### src/cpts_defines.svh
// Constant definitions for the channel phase and time steering block.
// Assumes inclusion by the package by bare name, compiled ahead of the design file.
`ifndef CPTS_DEFINES_SVH
`define CPTS_DEFINES_SVH
// Register byte offsets on the Avalon-MM slave.
`define CPTS_OFF_INPUT_OFS0   8'h00
`define CPTS_OFF_INPUT_OFS1   8'h04
`define CPTS_OFF_INPUT_OFS2   8'h08
`define CPTS_OFF_INPUT_OFS3   8'h0c
`define CPTS_OFF_CHAN_OFS     8'h10
`define CPTS_OFF_CONTROL      8'h14
`define CPTS_OFF_INC_NS       8'h18
`define CPTS_OFF_INC_FRAC     8'h1c
`define CPTS_OFF_INC_MOD      8'h20
`define CPTS_OFF_STEER_A      8'h24
`define CPTS_OFF_STEER_B      8'h28
`define CPTS_OFF_PPS_SHIFT    8'h2c
`define CPTS_OFF_TIME_NS      8'h30
`define CPTS_OFF_TIME_SEC_LO  8'h34
`define CPTS_OFF_TIME_SEC_HI  8'h38
`define CPTS_OFF_STATUS       8'h3c
// Control register field positions.
`define CPTS_CTL_ACT_LO       0
`define CPTS_CTL_ACT_HI       1
`define CPTS_CTL_SAT          2
`define CPTS_CTL_COMBO_A      3
`define CPTS_CTL_COMBO_B      4
`define CPTS_CTL_CYCLE        5
`define CPTS_CTL_SUPPRESS     6
`define CPTS_CTL_QL_LO        8
`define CPTS_CTL_QL_HI        11
// Reset values and limits.
`define CPTS_NS_WRAP          32'd999999999
`define CPTS_NS_MAX_STEP      32'd2
`define CPTS_INC_NS_RST       32'd1
`define CPTS_QL_MIN_RST       4'h4
`define CPTS_PPS_HALF_NS      32'd500000000
`define CPTS_UNMAPPED_DATA    32'hdeadbeef
`endif

### src/cpts_pkg.sv
// Types shared by the channel phase and time steering block.
// Assumes cpts_defines.svh sits in the same folder.
package cpts_pkg;
    `include "cpts_defines.svh"
    // Bus slave phases.
    typedef enum logic [1:0] {
        CPTS_BUS_IDLE = 2'b00,
        CPTS_BUS_DONE = 2'b01
    } cpts_bus_t;
endpackage : cpts_pkg

### src/cpts_steer.sv
// Phase offset steering, combo frequency steering and time-of-day accumulator.
// Assumes all inputs except i_link_quality are synchronous to i_clock, which
// here also stands for the output-divider clock that drives the accumulator.
// Functional notes
// - Per-input phase offset register for each reference.
// - Channel phase offset independent of active input.
// - Applied offset is input plus channel offsets.
// - Recompute applied offset on every switchover.
// - Offset adds to phase error into filter.
// - Combo accepts steering from up to two channels.
// - Combo frequency joins the steering word, not the loop filter word.
// - Suppress physical reference on low quality level.
// - Pulse-per-second shift up to half second.
// - Non-system channel is source or satellite.
// - Satellite applies source frequency steering.
// - Satellite steered by source-satellite phase difference.
// - Accept initial difference up to half period.
// - Time accumulator tracks second channel clock.
// - Seconds 48, nanoseconds 32 wrapping, sub-ns 8.
// - Runs on divider clock, M/N 500MHz rates.
// - Also supports M/N 625MHz Ethernet rates.
// - Other rates: plain 80-bit cycle counter; here ns counts cycles and still wraps into seconds at 999999999.
// - Flexible modulus avoids sub-ns truncation.
//
// Register access over Avalon-MM and the address map were left to the implementer.
module cpts_steer
    import cpts_pkg::*;
#(
    parameter int PW = 32  // Width of phase and frequency words.
) (
    input  wire logic          i_clock,
    input  wire logic          i_rst_b,
    input  wire logic [7:0]    i_address,
    input  wire logic          i_read,
    input  wire logic          i_write,
    input  wire logic [31:0]   i_writedata,
    input  wire logic [3:0]    i_byteenable,
    output logic               o_waitrequest,
    output logic [31:0]        o_readdata,
    input  wire logic [1:0]    i_active_input,
    input  wire logic [PW-1:0] i_phase_error,
    input  wire logic          i_phase_valid,
    input  wire logic [PW-1:0] i_source_freq,
    input  wire logic [PW-1:0] i_sat_phase_diff,
    input  wire logic [3:0]    i_link_quality,
    output logic [PW-1:0]      o_filter_in,
    output logic               o_filter_valid,
    output logic [PW-1:0]      o_freq_steer,
    output logic               o_ref_suppress,
    output logic [31:0]        o_pps_shift,
    output logic [47:0]        o_tod_sec,
    output logic [31:0]        o_tod_ns,
    output logic [7:0]         o_tod_subns
);

    // Software-visible storage.
    logic [PW-1:0] in_ofs_reg [4];  // Per-input phase offsets.
    logic [PW-1:0] in_ofs_next [4];  // Next per-input phase offsets.
    logic [PW-1:0] chan_ofs_reg;  // Channel phase offset.
    logic [PW-1:0] chan_ofs_next;  // Next channel phase offset.
    logic [31:0]   ctl_reg;  // Control bits.
    logic [31:0]   ctl_next;  // Next control bits.
    logic [31:0]   inc_ns_reg;  // Whole nanoseconds per divider cycle.
    logic [31:0]   inc_ns_next;  // Next whole increment.
    logic [15:0]   inc_frac_reg;  // Fraction numerator per cycle.
    logic [15:0]   inc_frac_next;  // Next fraction numerator.
    logic [15:0]   inc_mod_reg;  // Fraction modulus.
    logic [15:0]   inc_mod_next;  // Next fraction modulus.
    logic [PW-1:0] steer_a_reg;  // First combo steering word.
    logic [PW-1:0] steer_a_next;  // Next first combo word.
    logic [PW-1:0] steer_b_reg;  // Second combo steering word.
    logic [PW-1:0] steer_b_next;  // Next second combo word.
    logic [31:0]   pps_reg;  // Signed pulse-per-second shift in ns.
    logic [31:0]   pps_next;  // Next shift.
    cpts_bus_t     bus_reg;  // Slave phase.
    cpts_bus_t     bus_next;  // Next slave phase.
    logic          wait_reg;  // Registered waitrequest, low only in the answer cycle.
    logic          wait_next;  // Next waitrequest.
    logic [31:0]   rd_reg;  // Read data.
    logic [31:0]   rd_next;  // Next read data.
    logic [31:0]   wmask;  // Byte-enable mask.

    // Two-flop synchroniser for the external quality level.
    logic [3:0] ql_meta_reg;  // First stage, read only by the second.
    logic [3:0] ql_sync_reg;  // Usable quality level.

    // Synchronises the quality level from the physical-layer recovery.
    always_ff @(posedge i_clock or negedge i_rst_b) begin
        if (!i_rst_b) begin
            ql_meta_reg <= 4'h0;
            ql_sync_reg <= 4'h0;
        end else begin
            ql_meta_reg <= i_link_quality;
            ql_sync_reg <= ql_meta_reg;
        end
    end

    // Expands byte enables into a write mask.
    always_comb begin
        for (int b = 0; b < 4; b++) begin
            wmask[b*8 +: 8] = {8{i_byteenable[b]}};
        end
    end

    // Bus slave: every access completes one cycle after it is presented.
    always_comb begin
        for (int k = 0; k < 4; k++) begin
            in_ofs_next[k] = in_ofs_reg[k];
        end
        chan_ofs_next = chan_ofs_reg;
        ctl_next      = ctl_reg;
        inc_ns_next   = inc_ns_reg;
        inc_frac_next = inc_frac_reg;
        inc_mod_next  = inc_mod_reg;
        steer_a_next  = steer_a_reg;
        steer_b_next  = steer_b_reg;
        pps_next      = pps_reg;
        rd_next       = rd_reg;
        bus_next      = CPTS_BUS_IDLE;
        unique case (bus_reg)
            CPTS_BUS_IDLE: begin
                // A request is answered on the following edge.
                if (i_read || i_write) begin
                    bus_next = CPTS_BUS_DONE;
                end
            end
            CPTS_BUS_DONE: begin
                // Answer phase: waitrequest is low for this one cycle.
                bus_next = CPTS_BUS_IDLE;
            end
            default: bus_next = CPTS_BUS_IDLE;
        endcase
        // A write lands at the answer edge, while the master still holds it.
        if (i_write && (bus_reg == CPTS_BUS_DONE)) begin
                    unique case (i_address)
                        `CPTS_OFF_INPUT_OFS0: in_ofs_next[0] = PW'((in_ofs_reg[0] & ~wmask) | (i_writedata & wmask));
                        `CPTS_OFF_INPUT_OFS1: in_ofs_next[1] = PW'((in_ofs_reg[1] & ~wmask) | (i_writedata & wmask));
                        `CPTS_OFF_INPUT_OFS2: in_ofs_next[2] = PW'((in_ofs_reg[2] & ~wmask) | (i_writedata & wmask));
                        `CPTS_OFF_INPUT_OFS3: in_ofs_next[3] = PW'((in_ofs_reg[3] & ~wmask) | (i_writedata & wmask));
                        `CPTS_OFF_CHAN_OFS:   chan_ofs_next = PW'((chan_ofs_reg & ~wmask) | (i_writedata & wmask));
                        `CPTS_OFF_CONTROL:    ctl_next = (ctl_reg & ~wmask) | (i_writedata & wmask);
                        `CPTS_OFF_INC_NS:     inc_ns_next = (inc_ns_reg & ~wmask) | (i_writedata & wmask);
                        `CPTS_OFF_INC_FRAC:   inc_frac_next = i_writedata[15:0];
                        `CPTS_OFF_INC_MOD:    inc_mod_next = i_writedata[15:0];
                        `CPTS_OFF_STEER_A:    steer_a_next = PW'(i_writedata);
                        `CPTS_OFF_STEER_B:    steer_b_next = PW'(i_writedata);
                        `CPTS_OFF_PPS_SHIFT:  pps_next = (pps_reg & ~wmask) | (i_writedata & wmask);
                        default: begin
                            // Writes to other addresses are dropped.
                        end
                    endcase
                end
                // Read data is fetched at the taking edge, so it stands in the answer cycle.
                if (i_read && (bus_reg == CPTS_BUS_IDLE)) begin
                    unique case (i_address)
                        `CPTS_OFF_INPUT_OFS0:   rd_next = 32'(in_ofs_reg[0]);
                        `CPTS_OFF_INPUT_OFS1:   rd_next = 32'(in_ofs_reg[1]);
                        `CPTS_OFF_INPUT_OFS2:   rd_next = 32'(in_ofs_reg[2]);
                        `CPTS_OFF_INPUT_OFS3:   rd_next = 32'(in_ofs_reg[3]);
                        `CPTS_OFF_CHAN_OFS:     rd_next = 32'(chan_ofs_reg);
                        `CPTS_OFF_CONTROL:      rd_next = ctl_reg;
                        `CPTS_OFF_INC_NS:       rd_next = inc_ns_reg;
                        `CPTS_OFF_INC_FRAC:     rd_next = {16'h0000, inc_frac_reg};
                        `CPTS_OFF_INC_MOD:      rd_next = {16'h0000, inc_mod_reg};
                        `CPTS_OFF_STEER_A:      rd_next = 32'(steer_a_reg);
                        `CPTS_OFF_STEER_B:      rd_next = 32'(steer_b_reg);
                        `CPTS_OFF_PPS_SHIFT:    rd_next = pps_reg;
                        `CPTS_OFF_TIME_NS:      rd_next = o_tod_ns;
                        `CPTS_OFF_TIME_SEC_LO:  rd_next = o_tod_sec[31:0];
                        `CPTS_OFF_TIME_SEC_HI:  rd_next = {16'h0000, o_tod_sec[47:32]};
                        `CPTS_OFF_STATUS:       rd_next = {23'h000000, o_ref_suppress, o_tod_subns};
                        default:                rd_next = `CPTS_UNMAPPED_DATA;
                    endcase
                end
        // Waitrequest comes from a flop so that the output is glitch free.
        wait_next = (bus_next != CPTS_BUS_DONE);
        // Clamp the pulse-per-second shift to half a second either way.
        if ($signed(pps_next) > $signed(`CPTS_PPS_HALF_NS)) begin
            pps_next = `CPTS_PPS_HALF_NS;
        end else if ($signed(pps_next) < -$signed(`CPTS_PPS_HALF_NS)) begin
            pps_next = -`CPTS_PPS_HALF_NS;
        end
    end

    // Registers the bus slave state and software registers.
    always_ff @(posedge i_clock or negedge i_rst_b) begin
        if (!i_rst_b) begin
            for (int k = 0; k < 4; k++) begin
                in_ofs_reg[k] <= '0;
            end
            chan_ofs_reg <= '0;
            ctl_reg      <= {20'h00000, `CPTS_QL_MIN_RST, 8'h00};
            inc_ns_reg   <= `CPTS_INC_NS_RST;
            inc_frac_reg <= 16'h0000;
            inc_mod_reg  <= 16'h0001;
            steer_a_reg  <= '0;
            steer_b_reg  <= '0;
            pps_reg      <= 32'h0000_0000;
            bus_reg      <= CPTS_BUS_IDLE;
            wait_reg     <= 1'b1;
            rd_reg       <= 32'h0000_0000;
        end else begin
            for (int k = 0; k < 4; k++) begin
                in_ofs_reg[k] <= in_ofs_next[k];
            end
            chan_ofs_reg <= chan_ofs_next;
            ctl_reg      <= ctl_next;
            inc_ns_reg   <= inc_ns_next;
            inc_frac_reg <= inc_frac_next;
            inc_mod_reg  <= inc_mod_next;
            steer_a_reg  <= steer_a_next;
            steer_b_reg  <= steer_b_next;
            pps_reg      <= pps_next;
            bus_reg      <= bus_next;
            wait_reg     <= wait_next;
            rd_reg       <= rd_next;
        end
    end

    assign o_readdata    = rd_reg;
    assign o_waitrequest = wait_reg;
    assign o_pps_shift   = pps_reg;

    // Steering datapath state.
    logic [PW-1:0] filt_reg;  // Word to the loop filter.
    logic [PW-1:0] filt_next;  // Next loop filter word.
    logic          fval_reg;  // Loop filter word valid.
    logic          fval_next;  // Next valid.
    logic [PW-1:0] freq_reg;  // Frequency steering word.
    logic [PW-1:0] freq_next;  // Next frequency steering word.
    logic          sup_reg;  // Physical reference suppressed.
    logic          sup_next;  // Next suppress flag.
    logic [PW-1:0] applied;  // Applied phase offset, input plus channel.

    // Forms the filter input and the frequency steering word.
    always_comb begin
        // Selected from the live active input, so any switchover is followed at once.
        applied   = in_ofs_reg[i_active_input] + chan_ofs_reg;
        fval_next = i_phase_valid;
        filt_next = filt_reg;
        if (ctl_reg[`CPTS_CTL_SAT]) begin
            // A satellite drives the filter from the source-to-satellite phase.
            if (i_phase_valid) begin
                filt_next = i_sat_phase_diff;
            end
            freq_next = i_source_freq;
        end else begin
            if (i_phase_valid) begin
                filt_next = i_phase_error + applied;
            end
            freq_next = '0;
        end
        // Combo contributions join only here, behind the loop filter word.
        if (ctl_reg[`CPTS_CTL_COMBO_A]) begin
            freq_next = freq_next + steer_a_reg;
        end
        if (ctl_reg[`CPTS_CTL_COMBO_B]) begin
            freq_next = freq_next + steer_b_reg;
        end
        sup_next = ctl_reg[`CPTS_CTL_SUPPRESS]
                   && (ql_sync_reg < ctl_reg[`CPTS_CTL_QL_HI:`CPTS_CTL_QL_LO]);
    end

    // Registers the steering outputs.
    always_ff @(posedge i_clock or negedge i_rst_b) begin
        if (!i_rst_b) begin
            filt_reg <= '0;
            fval_reg <= 1'b0;
            freq_reg <= '0;
            sup_reg  <= 1'b0;
        end else begin
            filt_reg <= filt_next;
            fval_reg <= fval_next;
            freq_reg <= freq_next;
            sup_reg  <= sup_next;
        end
    end

    assign o_filter_in    = filt_reg;
    assign o_filter_valid = fval_reg;
    assign o_freq_steer   = freq_reg;
    assign o_ref_suppress = sup_reg;

    // Time-of-day accumulator state.
    logic [47:0] sec_reg;  // Seconds.
    logic [47:0] sec_next;  // Next seconds.
    logic [31:0] ns_reg;  // Nanoseconds.
    logic [31:0] ns_next;  // Next nanoseconds.
    logic [7:0]  sub_reg;  // Sub-nanoseconds.
    logic [7:0]  sub_next;  // Next sub-nanoseconds.
    logic [15:0] rem_reg;  // Flexible-modulus remainder.
    logic [15:0] rem_next;  // Next remainder.

    // Advances the accumulator once per divider clock.
    always_comb begin
        logic [32:0] ns_sum;
        logic [16:0] rem_sum;
        logic [8:0]  sub_sum;
        ns_sum  = 33'h000000000;
        rem_sum = 17'h00000;
        sub_sum = 9'h000;
        rem_next = rem_reg;
        sub_next = sub_reg;
        if (ctl_reg[`CPTS_CTL_CYCLE]) begin
            // Cycle counter mode: one count per cycle, sub-ns held at zero.
            ns_sum   = {1'b0, ns_reg} + 33'h000000001;
            sub_next = 8'h00;
            rem_next = 16'h0000;
        end else begin
            // Sub-ns step averages frac/mod units per cycle, with the remainder carried over.
            rem_sum = {1'b0, rem_reg} + {1'b0, inc_frac_reg};
            sub_sum = {1'b0, sub_reg};
            // Remainder reaching the modulus yields one sub-ns unit.
            if (rem_sum >= {1'b0, inc_mod_reg}) begin
                rem_sum = rem_sum - {1'b0, inc_mod_reg};
                sub_sum = sub_sum + 9'h001;
            end
            rem_next = rem_sum[15:0];
            sub_next = sub_sum[7:0];
            ns_sum   = {1'b0, ns_reg} + {1'b0, inc_ns_reg} + {32'h0, sub_sum[8]};
        end
        // Wrap carries into seconds in the same cycle, keeping the remainder.
        if (ns_sum > {1'b0, `CPTS_NS_WRAP}) begin
            ns_next  = 32'(ns_sum - {1'b0, `CPTS_NS_WRAP} - 33'h000000001);
            sec_next = sec_reg + 48'h000000000001;
        end else begin
            ns_next  = ns_sum[31:0];
            sec_next = sec_reg;
        end
    end

    // Registers the accumulator.
    always_ff @(posedge i_clock or negedge i_rst_b) begin
        if (!i_rst_b) begin
            sec_reg <= 48'h000000000000;
            ns_reg  <= 32'h00000000;
            sub_reg <= 8'h00;
            rem_reg <= 16'h0000;
        end else begin
            sec_reg <= sec_next;
            ns_reg  <= ns_next;
            sub_reg <= sub_next;
            rem_reg <= rem_next;
        end
    end

    assign o_tod_sec   = sec_reg;
    assign o_tod_ns    = ns_reg;
    assign o_tod_subns = sub_reg;

    // The nanosecond field never passes its wrap value.
    AST_NS_RANGE: assert property (@(posedge i_clock) disable iff (!i_rst_b)
        ns_reg <= `CPTS_NS_WRAP) else $error("nanoseconds above wrap");
    // A wrap bumps seconds by exactly one.
    AST_SEC_CARRY: assert property (@(posedge i_clock) disable iff (!i_rst_b)
        (ns_reg < $past(ns_reg)) |-> (sec_reg == $past(sec_reg) + 48'h1))
        else $error("seconds missed carry");
    // Cycle counter mode keeps sub-ns at zero.
    AST_CYCLE_SUB: assert property (@(posedge i_clock) disable iff (!i_rst_b)
        ctl_reg[`CPTS_CTL_CYCLE] |=> (sub_reg == 8'h00)) else $error("sub-ns moved");
    // Filter word is phase error plus the active input's and the channel's offsets.
    AST_FILTER_SUM: assert property (@(posedge i_clock) disable iff (!i_rst_b)
        (i_phase_valid && !ctl_reg[`CPTS_CTL_SAT])
        |=> (filt_reg == $past(i_phase_error) + $past(in_ofs_reg[i_active_input])
             + $past(chan_ofs_reg))) else $error("bad filter word");
    // The filter strobe is the phase strobe delayed by one cycle.
    AST_FILTER_STROBE: assert property (@(posedge i_clock) disable iff (!i_rst_b)
        o_filter_valid == $past(i_phase_valid)) else $error("filter strobe misaligned");
    // Satellite frequency follows the source with no combo terms.
    AST_SAT_FREQ: assert property (@(posedge i_clock) disable iff (!i_rst_b)
        (ctl_reg[`CPTS_CTL_SAT] && !ctl_reg[`CPTS_CTL_COMBO_A] && !ctl_reg[`CPTS_CTL_COMBO_B])
        |=> (freq_reg == $past(i_source_freq))) else $error("satellite frequency wrong");
    // Shift stays within half a second.
    AST_PPS_RANGE: assert property (@(posedge i_clock) disable iff (!i_rst_b)
        ($signed(pps_reg) <= $signed(`CPTS_PPS_HALF_NS))
        && ($signed(pps_reg) >= -$signed(`CPTS_PPS_HALF_NS))) else $error("shift out of range");
    // Every request is answered in the same cycle or the next one.
    AST_BUS_ANSWER: assert property (@(posedge i_clock) disable iff (!i_rst_b)
        (i_read || i_write) |-> ##[0:1] !o_waitrequest) else $error("no bus answer");

endmodule : cpts_steer

### config.mk
export PLATFORM = sky130hd
export DESIGN_NAME = cpts_steer
export DESIGN_NICKNAME = d
export VERILOG_FILES = /design/src/cpts_pkg.sv /design/src/cpts_steer.sv
export VERILOG_INCLUDE_DIRS = /design/src
export SDC_FILE = /design/constraint.sdc
export NUM_CORES = 2
export LEC_CHECK = 0
export BUFFER_PORTS_ARGS = -buffer_cell sky130_fd_sc_hd__buf_2
export CAP_MARGIN = 20
export CORE_ASPECT_RATIO = 0.9
export CORE_MARGIN = 2
export CORE_UTILIZATION = 45
export CTS_BUF_LIST = sky130_fd_sc_hd__clkbuf_4 sky130_fd_sc_hd__clkbuf_8 sky130_fd_sc_hd__clkbuf_16
export DETAILED_ROUTE_END_ITERATION = 8
export SYNTH_ARGS = -nofsm -noshare
export SYNTH_HDL_FRONTEND = slang
export SYNTH_SLANG_ARGS = --single-unit
### constraint.sdc
create_clock -name i_clock -period 19.4 [get_ports i_clock]
set_input_delay 3.88 -clock i_clock [delete_from_list [all_inputs] [get_ports i_clock]]
set_output_delay 3.88 -clock i_clock [all_outputs]
set_load 0.05 [all_outputs]
==> flow_summary_export.csv <==
group,metric,value,unit
power_and_ir_drop,p_seq_share,33.5,%
sta,finalSetupViolations,0,
worst_setup_path,cp.arrival,10.56,ns
worst_setup_path,critPathMaxStageDelay,0.81,ns
global_route,grt_max_degree,115,
logic_synthesis,syn_area,0.0354,mm^2
worst_setup_path,crit_fanout,67,
logic_synthesis,synth-seq-cells,564,
clocking,cts_tree,"built",
sta,rsz0062_at_grt,"false",
flow_run,maxCapViolations,0,
logic_synthesis,seq_area_frac_synth,39.9,%
logic_synthesis,netlist_instances,3445,
floorplan,start_util,45.5,%
clocking,post-cts-setup-buffers,0,
placed_design,dp_hpwl,100000,um
global_route,grt_overflow,0,
finish,fillers,7103,
detailed_routing,vias,30800,
logic_synthesis,synth_warnings,0,
sta,clock.fmax,99.4,MHz
clocking,clk_pin_slew_worst_paths,0.06,ns
finish,drive_gt1_share,25.5,%
placed_design,dp_cells,4716,
detailed_routing,drt_iter0_markers,3993,
finish,instances_no_fill,4838,
floorplan,core,0.0778,mm^2
global_route,antenna_found_initial,4,
global_route,first_global_vias,29100,
logic_synthesis,synth-edff-count,0,
worst_setup_path,required,19.90,ns
power_and_ir_drop,power.density,113,mW/mm^2
power_and_ir_drop,p_int,0.00262,W
logic_synthesis,syn_nets,3798,
worst_setup_path,cp_slowest_cell,"o41ai_1",
logic_synthesis,yosys.area.top_type,"dfrtp_1",
detailed_routing,drc_errors,0,
power_and_ir_drop,p_clk_share,28.6,%
detailed_routing,antenna_left,0,
floorplan,ioPinCount,370,
logic_synthesis,synth_top_area_share,39.6,%
clocking,cts_hold_buf,0,
power_and_ir_drop,design_power_total,0.00458,W
clocking,htree_levels,3,
detailed_routing,via_per_inst,6.37,
clocking,ctsResizeCount,0,
power_and_ir_drop,p_leak,20.0,nW
worst_setup_path,critPathLaunchType,"register",
power_and_ir_drop,ir_drop,0.172,mV
min_path,hold_class,"register to register",
floorplan,die_w,300,um
clocking,clk_path_buf_depth,3,
sta,fin_skew,0.0213,ns
detailed_routing,firstDrtPassIters,8,
placed_design,numPortBuffers,369,
clocking,numCtsBuffers,67,
detailed_routing,totalWireLength,138000,um
sta,finalCriticalPeriod,10.06,ns
logic_synthesis,avgSynthCellArea,10.3,um^2
power_and_ir_drop,power_frac_comb,37.9,%
global_route,grt_pass1_wl,199000,um
finish,final-seq-area,0.0141,mm^2
detailed_routing,wl_per_cell,28.4,um
clocking,clock-sinks,564,
power_and_ir_drop,swShare,42.6,%
floorplan,die_h,270,um
floorplan,rows,97,
power_and_ir_drop,p_sw,0.00195,W
sta,slew_viol_final,0,
sta,holdWs,0.347,ns
logic_synthesis,synth_cell_types,84,
placed_design,routabilityCongestion,0.978,
logic_synthesis,synth_area_leaders,"dfrtp_1 40%, mux2_2 11%, ha_1 5.8%",
finish,multi_input_area,0.0203,mm^2
finish,syn_to_final_growth,14.7,%
floorplan,fp.dieArea,0.0809,mm^2
status,status,"finished, final reports clean",
clocking,clk-insertion-delay-late,0.62,ns
sta,hold_viol_final,0,
sta,tns,0,ns
finish,finish.utilization,52.2,%
logic_synthesis,synth-main-ff-cell,"dfrtp_1",
clocking,clock-root-buffer,"clkbuf_16",
logic_synthesis,synthArstFlopShare,100,%
finish,final_nets,4099,
sta,tightest_slew,1.16,ns
sta,post-route-period-util,51.8,%
global_route,grt_usage,33.2,%
worst_setup_path,path_class,"register to register",
worst_setup_path,cp-end-kind,"register",
sta,max-slew-margin-rel,22.7,%
layout make-up:
class | instances | area share, %
inverter | 94 | 0.870
clock inverter | 14 | 0.395
timing repair buffer | 412 | 5.41
tap | 1039 | 3.20
antenna | 3 | 0.0185
clock buffer | 105 | 5.23
sequential | 564 | 34.8
multi-input combinational | 2607 | 50.1
synth_stat cells, types with 15 or more instances:
cell,number
nand3_1,89
clkbuf_1,153
mux2i_1,49
o21ai_0,115
a21oi_1,224
nor3_1,53
buf_1,19
a211oi_1,17
a22o_1,58
o211ai_1,17
a31oi_1,35
ha_1,164
nand2b_1,36
a22oi_1,73
a221oi_1,65
nor2b_1,25
and2_1,33
mux4_2,32
o21ai_1,15
nor2_1,247
nand2_1,217
a21boi_0,19
and3_1,43
fa_1,38
xnor2_1,119
o21a_1,26
a222oi_1,19
nand4_1,67
mux2_2,357
xor2_1,101
a21o_1,63
inv_1,93
dfrtp_1,560
power groups by stage:
stage          Combinational [W]  Sequential (W)  Clock [W]
4_1_cts                  0.00171         0.00152    0.00132
3_3_place_gp             0.00169         0.00154          0
6_report                 0.00173         0.00153    0.00131
3_5_place_dp             0.00170         0.00154          0
2_1_floorplan           0.000939         0.00170          0
5_1_grt                  0.00185         0.00153    0.00137
critical path: cells and delay by family, from the launching register on:
family          cells  cell delay [ns]
compound gates     17             4.68
fa+ha+maj           5             1.47
buf+inv             4             1.14
flops               1             0.39
mux                 1             0.38
simple gates        8             1.79
routing by layer:
metal	global-route usage (%)	wire, um	up-vias	share of wire [%]
li1	-	-	13400	-
met1	48.7	59600	15400	43
met2	47.5	57300	1739	42
met3	8.37	15600	247	11
met4	11.2	5140	2	3.7
met5	0	23	-	0.017
logic make-up after synthesis:
| group | Yosys count | synth area share, % |
|---|---|---|
| muxes | 439 | 14.8 |
| adders and majority gates | 202 | 7.95 |
| and+or+nand+nor | 885 | 12.3 |
| DFF | 564 | 39.9 |
| AOI/OAI and AO/OA | 861 | 16.6 |
| xor gates and xnor gates | 220 | 5.45 |
| buffers and inverters | 274 | 2.98 |
per-stage QoR:
stage	setup slack, ns	area, um^2
floorplan	10.84	35400
global placement	9.83	38300
detailed placement	9.55	38300
CTS	9.52	40600
global route	8.45	40600
finish	9.34	40600
placed cells by master (no fill, tap or decap), types with 13 or more instances in the layout:
master and count:
a21boi_0 19, xnor2_1 119, and2_1 33, a211oi_1 17
mux2i_1 49, o22a_1 14, inv_1 93, nand3_1 88
a222oi_1 19, clkbuf_16 70, nor2_1 235, a22oi_1 73
and3_1 43, o21ai_1 15, fa_1 38, buf_2 368
a21o_1 63, o21a_1 26, a221oi_1 65, nor4_1 13
clkbuf_8 17, xor2_1 101, o21ai_0 115, ha_1 164
nand2b_1 36, o211ai_1 17, mux4_2 32, a22o_1 58
nor3_1 53, a21oi_1 224, dfrtp_1 557, clkbuf_4 18
a31oi_1 34, nand4_1 67, mux2_2 357, nor2b_1 24
nand2_1 216, buf_4 41
path summary, 6_finish.rpt:
| path | startpoint | endpoint | slack, ns | cells past startpoint |
|---|---|---|---|---|
| setup / recovery | inc_frac_reg[0]$_DFFE_PN0P_ | o_tod_sec[1]$_DFFE_PN0N_ | 9.34 | 35 |
| setup reg to reg | inc_frac_reg[0]$_DFFE_PN0P_ | o_tod_sec[1]$_DFFE_PN0N_ | 9.34 | 35 |
| max in group asynchronous | i_rst_b | o_readdata[20]$_DFFE_PN0P_ | 12.78 | 4 |
| hold reg to reg | ql_meta_reg[1]$_DFF_PN0_ | ql_sync_reg[1]$_DFF_PN0_ | 0.35 | 0 |
| hold / removal | ql_meta_reg[1]$_DFF_PN0_ | ql_sync_reg[1]$_DFF_PN0_ | 0.35 | 0 |
| min in group asynchronous | i_rst_b | o_tod_sec[38]$_DFFE_PN0N_ | 3.35 | 1 |
Power figures use the tool's default switching activity.
